**src/hw/cpu_ctl_map.svh**
```systemverilog
// Purpose: Named constants of the control and pair arithmetic core
// Assumes: One T-state per CLOCK cycle
// Notes:   Included by its bare name
`ifndef CPU_CTL_MAP_SVH
`define CPU_CTL_MAP_SVH
// ----------------------------------------
// Flag positions
// ----------------------------------------
`define FL_C  0
`define FL_N  1
`define FL_PV 2
`define FL_H  4
`define FL_Z  6
`define FL_S  7
// ----------------------------------------
// Opcodes
// ----------------------------------------
`define OP_IDLE   8'h00
`define OP_BCD    8'h27
`define OP_INV    8'h2F
`define OP_CFORCE 8'h37
`define OP_CFLIP  8'h3F
`define OP_STOP   8'h76
`define OP_MASK   8'hF3
`define OP_UNMASK 8'hFB
`define PFX_EXT   8'hED
`define PFX_IXA   8'hDD
`define PFX_IXB   8'hFD
`define OP_NEG    8'h44
`define OP_IM0    8'h46
`define OP_IM1    8'h56
`define OP_IM2    8'h5E
`define OP_XINC   8'h23
`define OP_XDEC   8'h2B
// ----------------------------------------
// Clock states per operation
// ----------------------------------------
`define T_4   4'h4
`define T_6   4'h6
`define T_8   4'h8
`define T_10  4'hA
`define T_11  4'hB
`define T_15  4'hF
`define T_FETCH2 4'h4
`define T_HALT_LAST 4'h3
// ----------------------------------------
// Register byte addresses
// ----------------------------------------
`define R_CTRL 8'h00
`define R_STAT 8'h04
`define R_AF   8'h08
`define R_BC   8'h0C
`define R_DE   8'h10
`define R_HL   8'h14
`define R_SP   8'h18
`define R_IX   8'h1C
`define R_IY   8'h20
`define R_PC   8'h24
// ----------------------------------------
// BCD correction
// ----------------------------------------
`define BCD_DMAX 4'h9
`define BCD_BMAX 8'h99
`define BCD_FIX  4'h6
`endif

```
**src/hw/cpu_ctl_pkg.sv**
```systemverilog
// Purpose: Types of the control and pair arithmetic core
// Assumes: Nothing
// Notes:   Constants live in cpu_ctl_map.svh
package cpu_ctl_pkg;
    typedef enum logic [1:0] {
        PH_STOP = 2'b00,
        PH_RUN  = 2'b01,
        PH_HALT = 2'b10
    } phase_t;

    typedef struct packed {
        phase_t      phase;
        logic        run;
        logic [7:0]  a;
        logic [7:0]  f;
        logic [15:0] bc;
        logic [15:0] de;
        logic [15:0] hl;
        logic [15:0] sp;
        logic [15:0] ix;
        logic [15:0] iy;
        logic [15:0] pc;
        logic        ie;
        logic [1:0]  im;
        logic [7:0]  op;
        logic [7:0]  op2;
        logic [3:0]  tcnt;
        logic [3:0]  len;
        logic        prog_rd;
        logic [15:0] prog_addr;
        logic        ack;
        logic [31:0] dat_o;
        logic        irq_s1;
        logic        irq_s2;
    } state_t;
endpackage

```
**src/hw/cpu_ctl_core.sv**
```systemverilog
// Purpose: Control, accumulator and register pair operations of an 8-bit core
// Assumes: Program memory holds the byte on PROG_DATA while PROG_RD is high
// Notes:   Registers reached over classic Wishbone
//
// What this block does
// - BCD adjust corrects accumulator, parity flag
// - Invert accumulator, set subtract and nibble-carry
// - Negate accumulator, overflow flag, eight states
// - Carry flip and carry force flag effects
// - Idle opcode zero changes nothing, four states
// - Stop opcode enters halted state
// - Mask clears, unmask sets interrupt latch
// - Extended prefix selects interrupt scheme 0-2
// - Add pair into memory pointer, eleven states
// - Add pair with carry into pointer
// - Subtract pair with borrow from pointer
// - Add pair into first index register
// - Add pair into second index register
// - Increment or decrement pair, six states
// - Increment or decrement index, ten states
// - Pair field picks first, second, third (the index itself under an index prefix), stack
// - Parity even or overflow gives one
`timescale 1ns/10ps
`include "cpu_ctl_map.svh"
module cpu_ctl_core (
    input  wire logic        CLOCK,
    input  wire logic        RESET,
    input  wire logic        WB_CYC,
    input  wire logic        WB_STB,
    input  wire logic        WB_WE,
    input  wire logic [7:0]  WB_ADR,
    input  wire logic [3:0]  WB_SEL,
    input  wire logic [31:0] WB_DAT_I,
    output logic      [31:0] WB_DAT_O,
    output logic             WB_ACK,
    output logic      [15:0] PROG_ADDR,
    output logic             PROG_RD,
    input  wire logic [7:0]  PROG_DATA,
    input  wire logic        IRQ,
    output logic             HALTED,
    output logic             IRQ_ENABLE
);
    cpu_ctl_pkg::state_t st;
    cpu_ctl_pkg::state_t n;
    logic                commit;
    logic [18:0]         r16;
    logic [15:0]         opd;
    logic [15:0]         x16;
    logic [7:0]          corr;
    logic [7:0]          r8;

    // ----------------------------------------
    // Helpers
    // ----------------------------------------
    function automatic logic is_pfx(input logic [7:0] o);
        is_pfx = (o == `PFX_EXT) || (o == `PFX_IXA) || (o == `PFX_IXB);
    endfunction

    function automatic logic [3:0] op_len(input logic [7:0] o, input logic [7:0] o2,
                                          input logic sec);
        op_len = `T_4;
        if (!sec) begin
            if (is_pfx(o))
                op_len = `T_8;
            else if (o[7:6] == 2'b00 && o[3:0] == 4'h9)
                op_len = `T_11;
            else if (o[7:6] == 2'b00 && o[2:0] == 3'h3)
                op_len = `T_6;
        end else if (o == `PFX_EXT) begin
            op_len = (o2[7:6] == 2'b01 && o2[2:0] == 3'h2) ? `T_15 : `T_8;
        end else begin
            op_len = `T_8;
            if (o2 == `OP_XINC || o2 == `OP_XDEC)
                op_len = `T_10;
            else if (o2[7:6] == 2'b00 && o2[3:0] == 4'h9)
                op_len = `T_15;
        end
    endfunction

    function automatic logic [15:0] pick(input logic [1:0] s, input logic [15:0] p0,
                                         input logic [15:0] p1, input logic [15:0] p2,
                                         input logic [15:0] p3);
        unique case (s)
            2'h0: pick = p0;
            2'h1: pick = p1;
            2'h2: pick = p2;
            2'h3: pick = p3;
        endcase
    endfunction

    // {carry, nibble carry, overflow, result}
    function automatic logic [18:0] arith16(input logic [15:0] x, input logic [15:0] y,
                                            input logic cin, input logic sub);
        logic [15:0] yy;
        logic        ci;
        logic [16:0] s;
        logic [12:0] h;
        yy = sub ? ~y : y;
        ci = sub ? ~cin : cin;
        s  = {1'b0, x} + {1'b0, yy} + {16'h0000, ci};
        h  = {1'b0, x[11:0]} + {1'b0, yy[11:0]} + {12'h000, ci};
        arith16 = {s[16] ^ sub, h[12] ^ sub, (x[15] == yy[15]) && (s[15] != x[15]), s[15:0]};
    endfunction

    function automatic logic [15:0] lane16(input logic [15:0] old, input logic [15:0] d,
                                           input logic [1:0] sel);
        lane16 = {sel[1] ? d[15:8] : old[15:8], sel[0] ? d[7:0] : old[7:0]};
    endfunction

    // ----------------------------------------
    // Next state
    // ----------------------------------------
    always_comb begin
        n           = st;
        commit      = 1'b0;
        r16         = '0;
        opd         = '0;
        x16         = '0;
        corr        = '0;
        r8          = '0;
        n.irq_s1    = IRQ;
        n.irq_s2    = st.irq_s1;
        n.prog_rd   = 1'b0;
        n.ack       = 1'b0;

        // Register access; pairs writable only while stopped to avoid racing the core
        if (WB_CYC && WB_STB && !st.ack) begin
            n.ack = 1'b1;
            unique case (WB_ADR)
                `R_CTRL: n.dat_o = {31'h0000_0000, st.run};
                `R_STAT: n.dat_o = {24'h00_0000, 2'b00, st.im, 1'b0, st.ie, st.phase};
                `R_AF:   n.dat_o = {16'h0000, st.a, st.f};
                `R_BC:   n.dat_o = {16'h0000, st.bc};
                `R_DE:   n.dat_o = {16'h0000, st.de};
                `R_HL:   n.dat_o = {16'h0000, st.hl};
                `R_SP:   n.dat_o = {16'h0000, st.sp};
                `R_IX:   n.dat_o = {16'h0000, st.ix};
                `R_IY:   n.dat_o = {16'h0000, st.iy};
                `R_PC:   n.dat_o = {16'h0000, st.pc};
                default: n.dat_o = 32'h0000_0000;
            endcase
            if (WB_WE && WB_ADR == `R_CTRL && WB_SEL[0])
                n.run = WB_DAT_I[0];
            if (WB_WE && st.phase == cpu_ctl_pkg::PH_STOP && st.tcnt == 4'h0) begin
                unique case (WB_ADR)
                    `R_AF:   {n.a, n.f} = lane16({st.a, st.f}, WB_DAT_I[15:0], WB_SEL[1:0]);
                    `R_BC:   n.bc = lane16(st.bc, WB_DAT_I[15:0], WB_SEL[1:0]);
                    `R_DE:   n.de = lane16(st.de, WB_DAT_I[15:0], WB_SEL[1:0]);
                    `R_HL:   n.hl = lane16(st.hl, WB_DAT_I[15:0], WB_SEL[1:0]);
                    `R_SP:   n.sp = lane16(st.sp, WB_DAT_I[15:0], WB_SEL[1:0]);
                    `R_IX:   n.ix = lane16(st.ix, WB_DAT_I[15:0], WB_SEL[1:0]);
                    `R_IY:   n.iy = lane16(st.iy, WB_DAT_I[15:0], WB_SEL[1:0]);
                    `R_PC:   n.pc = lane16(st.pc, WB_DAT_I[15:0], WB_SEL[1:0]);
                    default: n.run = n.run;
                endcase
            end
        end

        unique case (st.phase)
            cpu_ctl_pkg::PH_HALT: begin
                // Idle loops of four states, no fetch, until an accepted interrupt
                n.tcnt = (st.tcnt == `T_HALT_LAST) ? 4'h0 : st.tcnt + 4'h1;
                if (st.tcnt == `T_HALT_LAST && st.irq_s2 && st.ie)
                    n.phase = cpu_ctl_pkg::PH_RUN;
            end
            default: begin
                if (st.tcnt == 4'h0)
                    n.phase = st.run ? cpu_ctl_pkg::PH_RUN : cpu_ctl_pkg::PH_STOP;
                if (st.tcnt != 4'h0 || st.run) begin
                    n.tcnt = st.tcnt + 4'h1;
                    if (st.tcnt == 4'h0) begin
                        n.prog_rd   = 1'b1;
                        n.prog_addr = st.pc;
                    end
                    if (st.tcnt == 4'h1) begin
                        n.op  = PROG_DATA;
                        n.len = op_len(PROG_DATA, 8'h00, 1'b0);
                    end
                    if (st.tcnt == `T_FETCH2 && is_pfx(st.op)) begin
                        n.prog_rd   = 1'b1;
                        n.prog_addr = st.pc + 16'h0001;
                    end
                    if (st.tcnt == `T_FETCH2 + 4'h1 && is_pfx(st.op)) begin
                        n.op2 = PROG_DATA;
                        n.len = op_len(st.op, PROG_DATA, 1'b1);
                    end
                    if (st.tcnt > 4'h1 && st.tcnt == st.len - 4'h1)
                        commit = 1'b1;
                end
            end
        endcase

        // ----------------------------------------
        // Execute at the last state
        // ----------------------------------------
        if (commit) begin
            n.tcnt = 4'h0;
            n.pc   = st.pc + (is_pfx(st.op) ? 16'h0002 : 16'h0001);
            if (st.op == `PFX_EXT) begin
                if (st.op2 == `OP_NEG) begin
                    r8 = 8'h00 - st.a;
                    n.a = r8;
                    n.f[`FL_C]  = st.a != 8'h00;
                    n.f[`FL_Z]  = r8 == 8'h00;
                    n.f[`FL_S]  = r8[7];
                    n.f[`FL_H]  = st.a[3:0] != 4'h0;
                    n.f[`FL_PV] = st.a == 8'h80;
                    n.f[`FL_N]  = 1'b1;
                end else if (st.op2 == `OP_IM0) begin
                    n.im = 2'h0;
                end else if (st.op2 == `OP_IM1) begin
                    n.im = 2'h1;
                end else if (st.op2 == `OP_IM2) begin
                    n.im = 2'h2;
                end else if (st.op2[7:6] == 2'b01 && st.op2[2:0] == 3'h2) begin
                    opd = pick(st.op2[5:4], st.bc, st.de, st.hl, st.sp);
                    r16 = arith16(st.hl, opd, st.f[`FL_C], ~st.op2[3]);
                    n.hl = r16[15:0];
                    n.f[`FL_C]  = r16[18];
                    n.f[`FL_H]  = r16[17];
                    n.f[`FL_PV] = r16[16];
                    n.f[`FL_Z]  = r16[15:0] == 16'h0000;
                    n.f[`FL_S]  = r16[15];
                    n.f[`FL_N]  = ~st.op2[3];
                end
            end else if (is_pfx(st.op)) begin
                x16 = (st.op == `PFX_IXA) ? st.ix : st.iy;
                if (st.op2 == `OP_XINC)
                    x16 = x16 + 16'h0001;
                else if (st.op2 == `OP_XDEC)
                    x16 = x16 - 16'h0001;
                else if (st.op2[7:6] == 2'b00 && st.op2[3:0] == 4'h9) begin
                    opd = pick(st.op2[5:4], st.bc, st.de, x16, st.sp);
                    r16 = arith16(x16, opd, 1'b0, 1'b0);
                    x16 = r16[15:0];
                    n.f[`FL_C] = r16[18];
                    n.f[`FL_H] = r16[17];
                    n.f[`FL_N] = 1'b0;
                end
                if (st.op == `PFX_IXA)
                    n.ix = x16;
                else
                    n.iy = x16;
            end else begin
                unique case (st.op)
                    `OP_BCD: begin
                        n.f[`FL_C] = st.f[`FL_C];
                        if (st.f[`FL_H] || st.a[3:0] > `BCD_DMAX)
                            corr[3:0] = `BCD_FIX;
                        if (st.f[`FL_C] || st.a > `BCD_BMAX) begin
                            corr[7:4] = `BCD_FIX;
                            n.f[`FL_C] = 1'b1;
                        end
                        r8 = st.f[`FL_N] ? st.a - corr : st.a + corr;
                        n.a = r8;
                        n.f[`FL_H]  = st.f[`FL_N] ? (st.f[`FL_H] && st.a[3:0] < `BCD_FIX)
                                                  : (st.a[3:0] > `BCD_DMAX);
                        n.f[`FL_Z]  = r8 == 8'h00;
                        n.f[`FL_S]  = r8[7];
                        n.f[`FL_PV] = ~^r8;
                    end
                    `OP_INV: begin
                        n.a = ~st.a;
                        n.f[`FL_N] = 1'b1;
                        n.f[`FL_H] = 1'b1;
                    end
                    `OP_CFLIP: begin
                        n.f[`FL_H] = st.f[`FL_C];
                        n.f[`FL_C] = ~st.f[`FL_C];
                        n.f[`FL_N] = 1'b0;
                    end
                    `OP_CFORCE: begin
                        n.f[`FL_C] = 1'b1;
                        n.f[`FL_N] = 1'b0;
                        n.f[`FL_H] = 1'b0;
                    end
                    `OP_STOP:   n.phase = cpu_ctl_pkg::PH_HALT;
                    `OP_MASK:   n.ie = 1'b0;
                    `OP_UNMASK: n.ie = 1'b1;
                    default: begin
                        // Opcode zero and anything outside this group fall through idle
                        opd = pick(st.op[5:4], st.bc, st.de, st.hl, st.sp);
                        if (st.op[7:6] == 2'b00 && st.op[3:0] == 4'h9) begin
                            r16 = arith16(st.hl, opd, 1'b0, 1'b0);
                            n.hl = r16[15:0];
                            n.f[`FL_C] = r16[18];
                            n.f[`FL_H] = r16[17];
                            n.f[`FL_N] = 1'b0;
                        end else if (st.op[7:6] == 2'b00 && st.op[2:0] == 3'h3) begin
                            x16 = st.op[3] ? opd - 16'h0001 : opd + 16'h0001;
                            unique case (st.op[5:4])
                                2'h0: n.bc = x16;
                                2'h1: n.de = x16;
                                2'h2: n.hl = x16;
                                2'h3: n.sp = x16;
                            endcase
                        end
                    end
                endcase
            end
        end
    end

    always_ff @(posedge CLOCK or posedge RESET) begin
        if (RESET)
            st <= '0;
        else
            st <= n;
    end

    assign WB_DAT_O   = st.dat_o;
    assign WB_ACK     = st.ack;
    assign PROG_ADDR  = st.prog_addr;
    assign PROG_RD    = st.prog_rd;
    assign HALTED     = st.phase[1]; // Halt is the only phase code with its top bit set
    assign IRQ_ENABLE = st.ie;
endmodule

```
**config.mk**
```make
export PLATFORM = sky130hd
export DESIGN_NAME = cpu_ctl_core
export DESIGN_NICKNAME = d
export VERILOG_FILES = /design/src/hw/cpu_ctl_pkg.sv /design/src/hw/cpu_ctl_core.sv
export VERILOG_INCLUDE_DIRS = /design/src /design/src/hw
export SDC_FILE = /design/constraint.sdc
export NUM_CORES = 1
export LEC_CHECK = 0
export BUFFER_PORTS_ARGS = -buffer_cell sky130_fd_sc_hd__buf_2
export CAP_MARGIN = 10
export CORE_AREA = 2 2 195 197
export CTS_BUF_LIST = sky130_fd_sc_hd__clkbuf_2
export CTS_CLUSTER_DIAMETER = 80
export DETAILED_ROUTE_END_ITERATION = 16
export DIE_AREA = 0 0 197 199
export PLACE_DENSITY = 0.67
export SLEW_MARGIN = 20
export SYNTH_ARGS = -nofsm -noshare
export SYNTH_HDL_FRONTEND = slang
export SYNTH_SLANG_ARGS = --single-unit
```
**constraint.sdc**
```tcl
create_clock -name CLOCK -period 9.06 [get_ports CLOCK]
set_clock_uncertainty 0.05 [all_clocks]
set_input_delay 1.359 -clock CLOCK [delete_from_list [all_inputs] [get_ports CLOCK]]
set_output_delay 1.359 -clock CLOCK [all_outputs]
set_load 0.05 [all_outputs]
```
* Yosys cells after proc, flatten, opt, wreduce, memory -nomap -nowiden
Cells that the tools add are included.
** Word-level totals
- Bits in registers :: 210
- Bits in latches :: 0
- RAM bits :: 0
- Memory bits (read-only) :: 0
- Output and inout port bits :: 52
- Logic and storage cells :: 348
- Memories kept :: 0
** Operators by class
- $add $sub $neg :: 19
- Multipliers :: 0
- Divide/modulo/power cells :: 0
- Magnitude comparators :: 4
- Eq/ne operators :: 55
- Shifts and indexed selects :: 0
- Muxes and demuxes :: 166
- Bitwise gates (word level) :: 10
- Reductions and logical operators :: 68
** Operator list (count)
- 16-bit two-way mux :: 45
- 128-bit two-way mux :: 2
- 64-bit two-way mux :: 3
- 16-bit case mux with 4 select lines :: 3
- 16-bit case mux with 10 select lines :: 1
- 8-bit two-way mux :: 18
- 118-bit two-way mux :: 1
- 32-bit two-way mux :: 3
- 8-bit by 6-bit equality test with 1-bit output (second input constant) :: 10
- 8-bit equality test (second input constant) :: 9
- 4-bit two-way mux :: 15
- 16-bit by 16-bit adder with 17-bit output :: 3
- 17-bit two-way mux :: 3
- 2-bit two-way mux :: 25
- 16-bit by 1-bit adder with 16-bit output (second input constant) :: 3
- 48-bit two-way mux :: 1
- 8-bit by 7-bit equality test with 1-bit output (second input constant) :: 5
- 12-bit by 12-bit adder with 13-bit output :: 3
- 3-bit two-way mux :: 12
- 33-bit two-way mux :: 1
- 8-bit by 5-bit equality test with 1-bit output (second input constant) :: 4
- 16-bit by 1-bit subtractor with 16-bit output (second input constant) :: 2
- 10-bit two-way mux :: 3
- 25-bit two-way mux :: 1
- 53 further kinds :: 146

* Logic depth before layout (Yosys ltp)
- Depth after elaboration :: 22
- Gate-level depth with buffers :: 20

* Worst setup path before layout
Ideal clock, no wire load.
- Kind :: reg-to-reg
- From :: register st[71] (netlist name)
- To :: register st[126] (netlist name)
- Library setup time :: 77 ps
- Data arrival time :: 4419 ps
- Data required time :: 8933 ps
- Path slack :: 4514 ps
- Stages on the path, launching flop included :: 15
- Path buffers :: 1
- Period minus slack after synthesis :: 4546 ps
- Cells stage by stage :: dfrtp_1 -> nand2b_4 -> nor4_4 -> buf_2 -> mux2i_1 -> inv_1 -> mux4_2 -> ha_1 -> a21oi_1 -> nor4_1 -> or2_2 -> o41ai_1 -> nor4b_1 -> o32ai_2 -> a21oi_1
** RTL lines
- start, declared :: RTL line cpu_ctl_core.sv:43 : cpu_ctl_pkg::state_t st;
- start signal, assigned :: RTL line cpu_ctl_core.sv:308 : st <= n;

* Final worst setup path
- From :: register st[73] (netlist name)
- To :: register st[191] (netlist name)
** Between the ends
- Word-level cells in the longest chain between the ends :: 16
- Elaborated cells between the ends (all ways) :: 41
** RTL lines
- 8-bit equality test (no source line)
- 16-bit two-way mux :: RTL line cpu_ctl_core.sv:227 : x16 = (st.op == `PFX_IXA) ? st.ix : st.iy;
- 16-bit case mux with 4 select lines :: RTL line cpu_ctl_core.sv:83 : unique case (s)
- 16-bit two-way mux :: RTL line cpu_ctl_core.sv:232 : else if (st.op2[7:6] == 2'b00 && st.op2[3:0] == 4'h9) begin
- 16-bit two-way mux :: RTL line cpu_ctl_core.sv:230 : else if (st.op2 == `OP_XDEC)
- 16-bit two-way mux :: RTL line cpu_ctl_core.sv:228 : if (st.op2 == `OP_XINC)
- 16-bit two-way mux :: RTL line cpu_ctl_core.sv:226 : end else if (is_pfx(st.op)) begin
- 16-bit two-way mux :: RTL line cpu_ctl_core.sv:199 : if (st.op == `PFX_EXT) begin
- 16-bit two-way mux :: RTL line cpu_ctl_core.sv:196 : if (commit) begin
- 16-bit by 16-bit adder with 17-bit output :: RTL line cpu_ctl_core.sv:100 : s = {1'b0, x} + {1'b0, yy} + {16'h0000, ci};
- 2-bit two-way mux :: RTL line cpu_ctl_core.sv:232
- 2-bit two-way mux :: RTL line cpu_ctl_core.sv:230
- 2-bit two-way mux :: RTL line cpu_ctl_core.sv:228
- 2-bit two-way mux :: RTL line cpu_ctl_core.sv:226
- 3-bit two-way mux :: RTL line cpu_ctl_core.sv:199
- 118-bit two-way mux :: RTL line cpu_ctl_core.sv:196
Several ways; a longest one is shown, not always the timed one. The select of a mux whose other input is x is not followed.
A chain may end at the register's enable or synchronous reset.

==> qor.yml <==
status: "finished, final reports clean"
yosysWarnings: 0
rsz0062_at_grt: "no"
worstPathCellList: "buf_4, nor4_4, buf_4, mux2i_1, inv_1, mux4_2, ha_1, a211oi_1, o21ai_0, nand2_1, o31ai_2, o31ai_1, o2111ai_1, a31oi_1, a21oi_1"
async_flop_share_pct: 100
grt_max_degree: 73
worst_pin_slew_ps: 1230
ant_nets: 0
drt_iter0_markers: 1878
cp_max_fo: 28
cp.arrival_ps: 6050
setup_violations: 0
cts_root_buf: "clkbuf_2"
wl_per_cell_um: 25.7
hpwl_um: 49600
path_delay_family: "compound AO/OA/AOI/OAI gates"
tns_ps: 0
cts_setup_buffers: 0
cts_resized: 0
syn_to_final_growth_pct: 4.14
fill_cells: 3455
numCtsBuffers: 17
cpMostUsedCell: "buf_4"
start_kind: "register"
worstPathRequired_ps: 9850
peakVddDrop_mv: 0.139
cts.sinks: 194
htree_levels: 4
die_w_um: 197
dr.pass1.iters: 8
synth_cells: 2091
power.share.switching_pct: 51.5
slew_headroom_pct: 17.6
yosysUniqueCellTypes: 91
grt_pass1_wl_um: 99700
cp_num_cells: 15
synth_ff_type: "dfrtp_1"
clock_path_buffers: 2
final_max_slew_viol_count: 0
yosysTopAreaCell: "dfrtp_1"
crit_type: "register to register"
worstRegToRegCells: 15
sequentialPowerShare_pct: 28.1
layout-drive-gt1-share_pct: 13.9
grt_antenna_before_repair: 2
fin_ws_ps: 3800
via_per_inst: 6.84
clk_pin_slew_ps: 280
holdBufCountCts: 0
routabilityCongestion: 0.978
avgSynthCellArea_um2: 8.58
whs_path_depth: 0
cap_viol_max_count: 0
p_switching_mw: 2.53
grt_overflow_total: 0
hold_viol_final: 0
p_leak_nw: 7.81
hold_path_class: "register to register"
worstSkewPairLatency_ps: 910
path_buf_inv: 3
cts_tree: "yes"
start_util_pct: 48.3
p_comb_share_pct: 62.4
mappedNetlistArea_mm2: 0.0179
portBuffers: 75
drc: 0
r2r_slack_ps: 3800
wirelength_um: 65700
max_stage_delay_ps: 650
ys_seq_elements: 194
fin_crit_sh_pct: 58.0
max_freq_ghz: 0.190
synth-edff-count: 0
endpoint_kind: "register"
p_per_area_mw_per_mm2: 263
yosys.area.top_type_share_pct: 27.1
layout_min_cycle_time_ps: 5260
die_h_um: 199
core-area_mm2: 0.0371
grt_usage_pct: 33.6
first_global_vias: 16500
total_power_mw: 4.92
yosys-top-cells-area: "dfrtp_1, mux4_2, ha_1"
die_area_mm2: 0.0392
p_int_mw: 2.39
pwr-share-clk_pct: 9.5
vias: 17400
nets: 2211
pre_cts_ws_ps: 3670
ios: 110
slowest_stage: "o31ai_2"
rows: 71
yosysSeqAreaShare_pct: 27.1
[kinds of logic after synthesis]
| kind of cell | after synthesis | share of synthesized area, % |
|---|---|---|
| and+or+nand+nor | 690 | 20.0 |
| other | 1 | 0.0209 |
| muxes | 144 | 11.7 |
| AOI/OAI and AO/OA | 653 | 24.2 |
| adders and majority gates | 91 | 6.60 |
| DFF | 194 | 27.1 |
| xor gates and xnor gates | 86 | 4.24 |
| buffers and inverters | 232 | 6.08 |
[sequential cells by signal (all words and copies together), names as in the netlist]
name / count
PROG_RD: 1
WB_DAT_O: 16
HALTED: 1
WB_ACK: 1
n: 1
st: 157
IRQ_ENABLE: 1
PROG_ADDR: 16
[per-stage QoR]
stage          std cells  utilization (%)  hold slack (ps)  cell area (um^2)
2_1_floorplan       2106                -              281             18000
3_3_place_gp        2517             49.6              292             18400
3_5_place_dp        2517             49.6              292             18400
4_1_cts             2547             50.2              333             18700
5_1_grt             2548             50.3              335             18700
6_report            2550             50.3              350             18700
[layer usage]
| layer | routed length [um] | vias to the layer above | track usage (%) |
|---|---|---|---|
| met5 | 0 | - | 0 |
| li1 | - | 7799 | - |
| met1 | 26600 | 8501 | 44.6 |
| met3 | 7640 | 164 | 8.75 |
| met2 | 28400 | 981 | 51.3 |
| met4 | 3060 | 0 | 15.5 |
[placed cells by master, fill, tap and decap left out, types with 9 or more instances in the layout]
| cell type | synthesis | layout |
|---|---|---|
| xnor2_1 | 59 | 59 |
| a21oi_1 | 168 | 166 |
| a22o_1 | 15 | 15 |
| nand3_1 | 55 | 55 |
| a221oi_1 | 26 | 26 |
| a211oi_1 | 81 | 81 |
| o21ai_0 | 109 | 109 |
| buf_2 | 19 | 75 |
| nor2b_1 | 69 | 69 |
| or3_1 | 29 | 29 |
| nor3_1 | 66 | 63 |
| inv_1 | 51 | 50 |
| conb_1 | 1 | 16 |
| mux2_2 | 40 | 40 |
| nor4_1 | 22 | 20 |
| a21o_1 | 24 | 24 |
| nand2_1 | 151 | 151 |
| nand4_1 | 21 | 21 |
| a22oi_1 | 39 | 39 |
| dfrtp_1 | 194 | 191 |
| ha_1 | 85 | 85 |
| o31ai_1 | 15 | 14 |
| nor2_1 | 157 | 156 |
| and2_1 | 12 | 12 |
| nand3b_1 | 9 | 9 |
| o21a_1 | 21 | 21 |
| mux2i_1 | 55 | 55 |
| or2_2 | 13 | 13 |
| buf_4 | 51 | 41 |
| o211ai_1 | 16 | 16 |
| and3_1 | 29 | 29 |
| mux4_2 | 49 | 49 |
| a31oi_1 | 27 | 27 |
| nand2b_1 | 15 | 15 |
| xor2_1 | 26 | 26 |
| o221ai_1 | 11 | 11 |
| clkbuf_2 | 3 | 19 |
| o22ai_1 | 19 | 19 |
[Yosys cell counts, drive strengths merged, types with 8 or more instances]
cell type / count
and3: 29
ha: 85
dfrtp: 194
or3: 29
nor2b: 69
a211o: 8
mux4: 49
o21ai: 111
o21bai: 8
buf: 83
o31ai: 15
a221oi: 26
nand2b: 16
xor2: 27
inv: 53
nand2: 151
o22ai: 19
a211oi: 84
a22oi: 39
nor2: 157
o221ai: 11
clkbuf: 96
mux2: 40
nand3b: 9
nand4: 22
a22o: 15
or2: 15
a31oi: 27
nor3: 67
a21o: 24
nor4: 27
a21oi: 169
and2: 12
nand3: 55
o211ai: 16
mux2i: 55
xnor2: 59
o21a: 21
[power groups by stage]
stage               Combinational [mW]  Clock (mW)  Sequential, mW
floorplan                         2.40           0            1.23
global placement                  2.92           0            1.37
detailed placement                2.98           0            1.38
CTS                               3.00       0.478            1.36
global route                      3.35       0.509            1.40
finish                            3.07       0.468            1.38
[path summary, 6_finish.rpt]
| path | to | start |
|---|---|---|
| worst max-delay path | st[191] | st[73] |
| worst max register to register | st[191] | st[73] |
| worst min register to register | st[0] | n[0] |
| max in group asynchronous | st[196] | RESET |
| min in group asynchronous | PROG_ADDR[7] | RESET |
| worst min-delay path | st[0] | n[0] |
[area by class of cell]
type,count,area [um^2],share of cell area (%)
inverter,53,206,1.11
clock buffer,19,95.1,0.509
sequential,194,4860,26.0
tap,474,593,3.18
multi-input combinational,1680,12100,64.8
timing repair buffer,116,683,3.66
antenna,3,7.51,0.0402
clock inverter,11,129,0.690
Power figures use the tool's default switching activity.
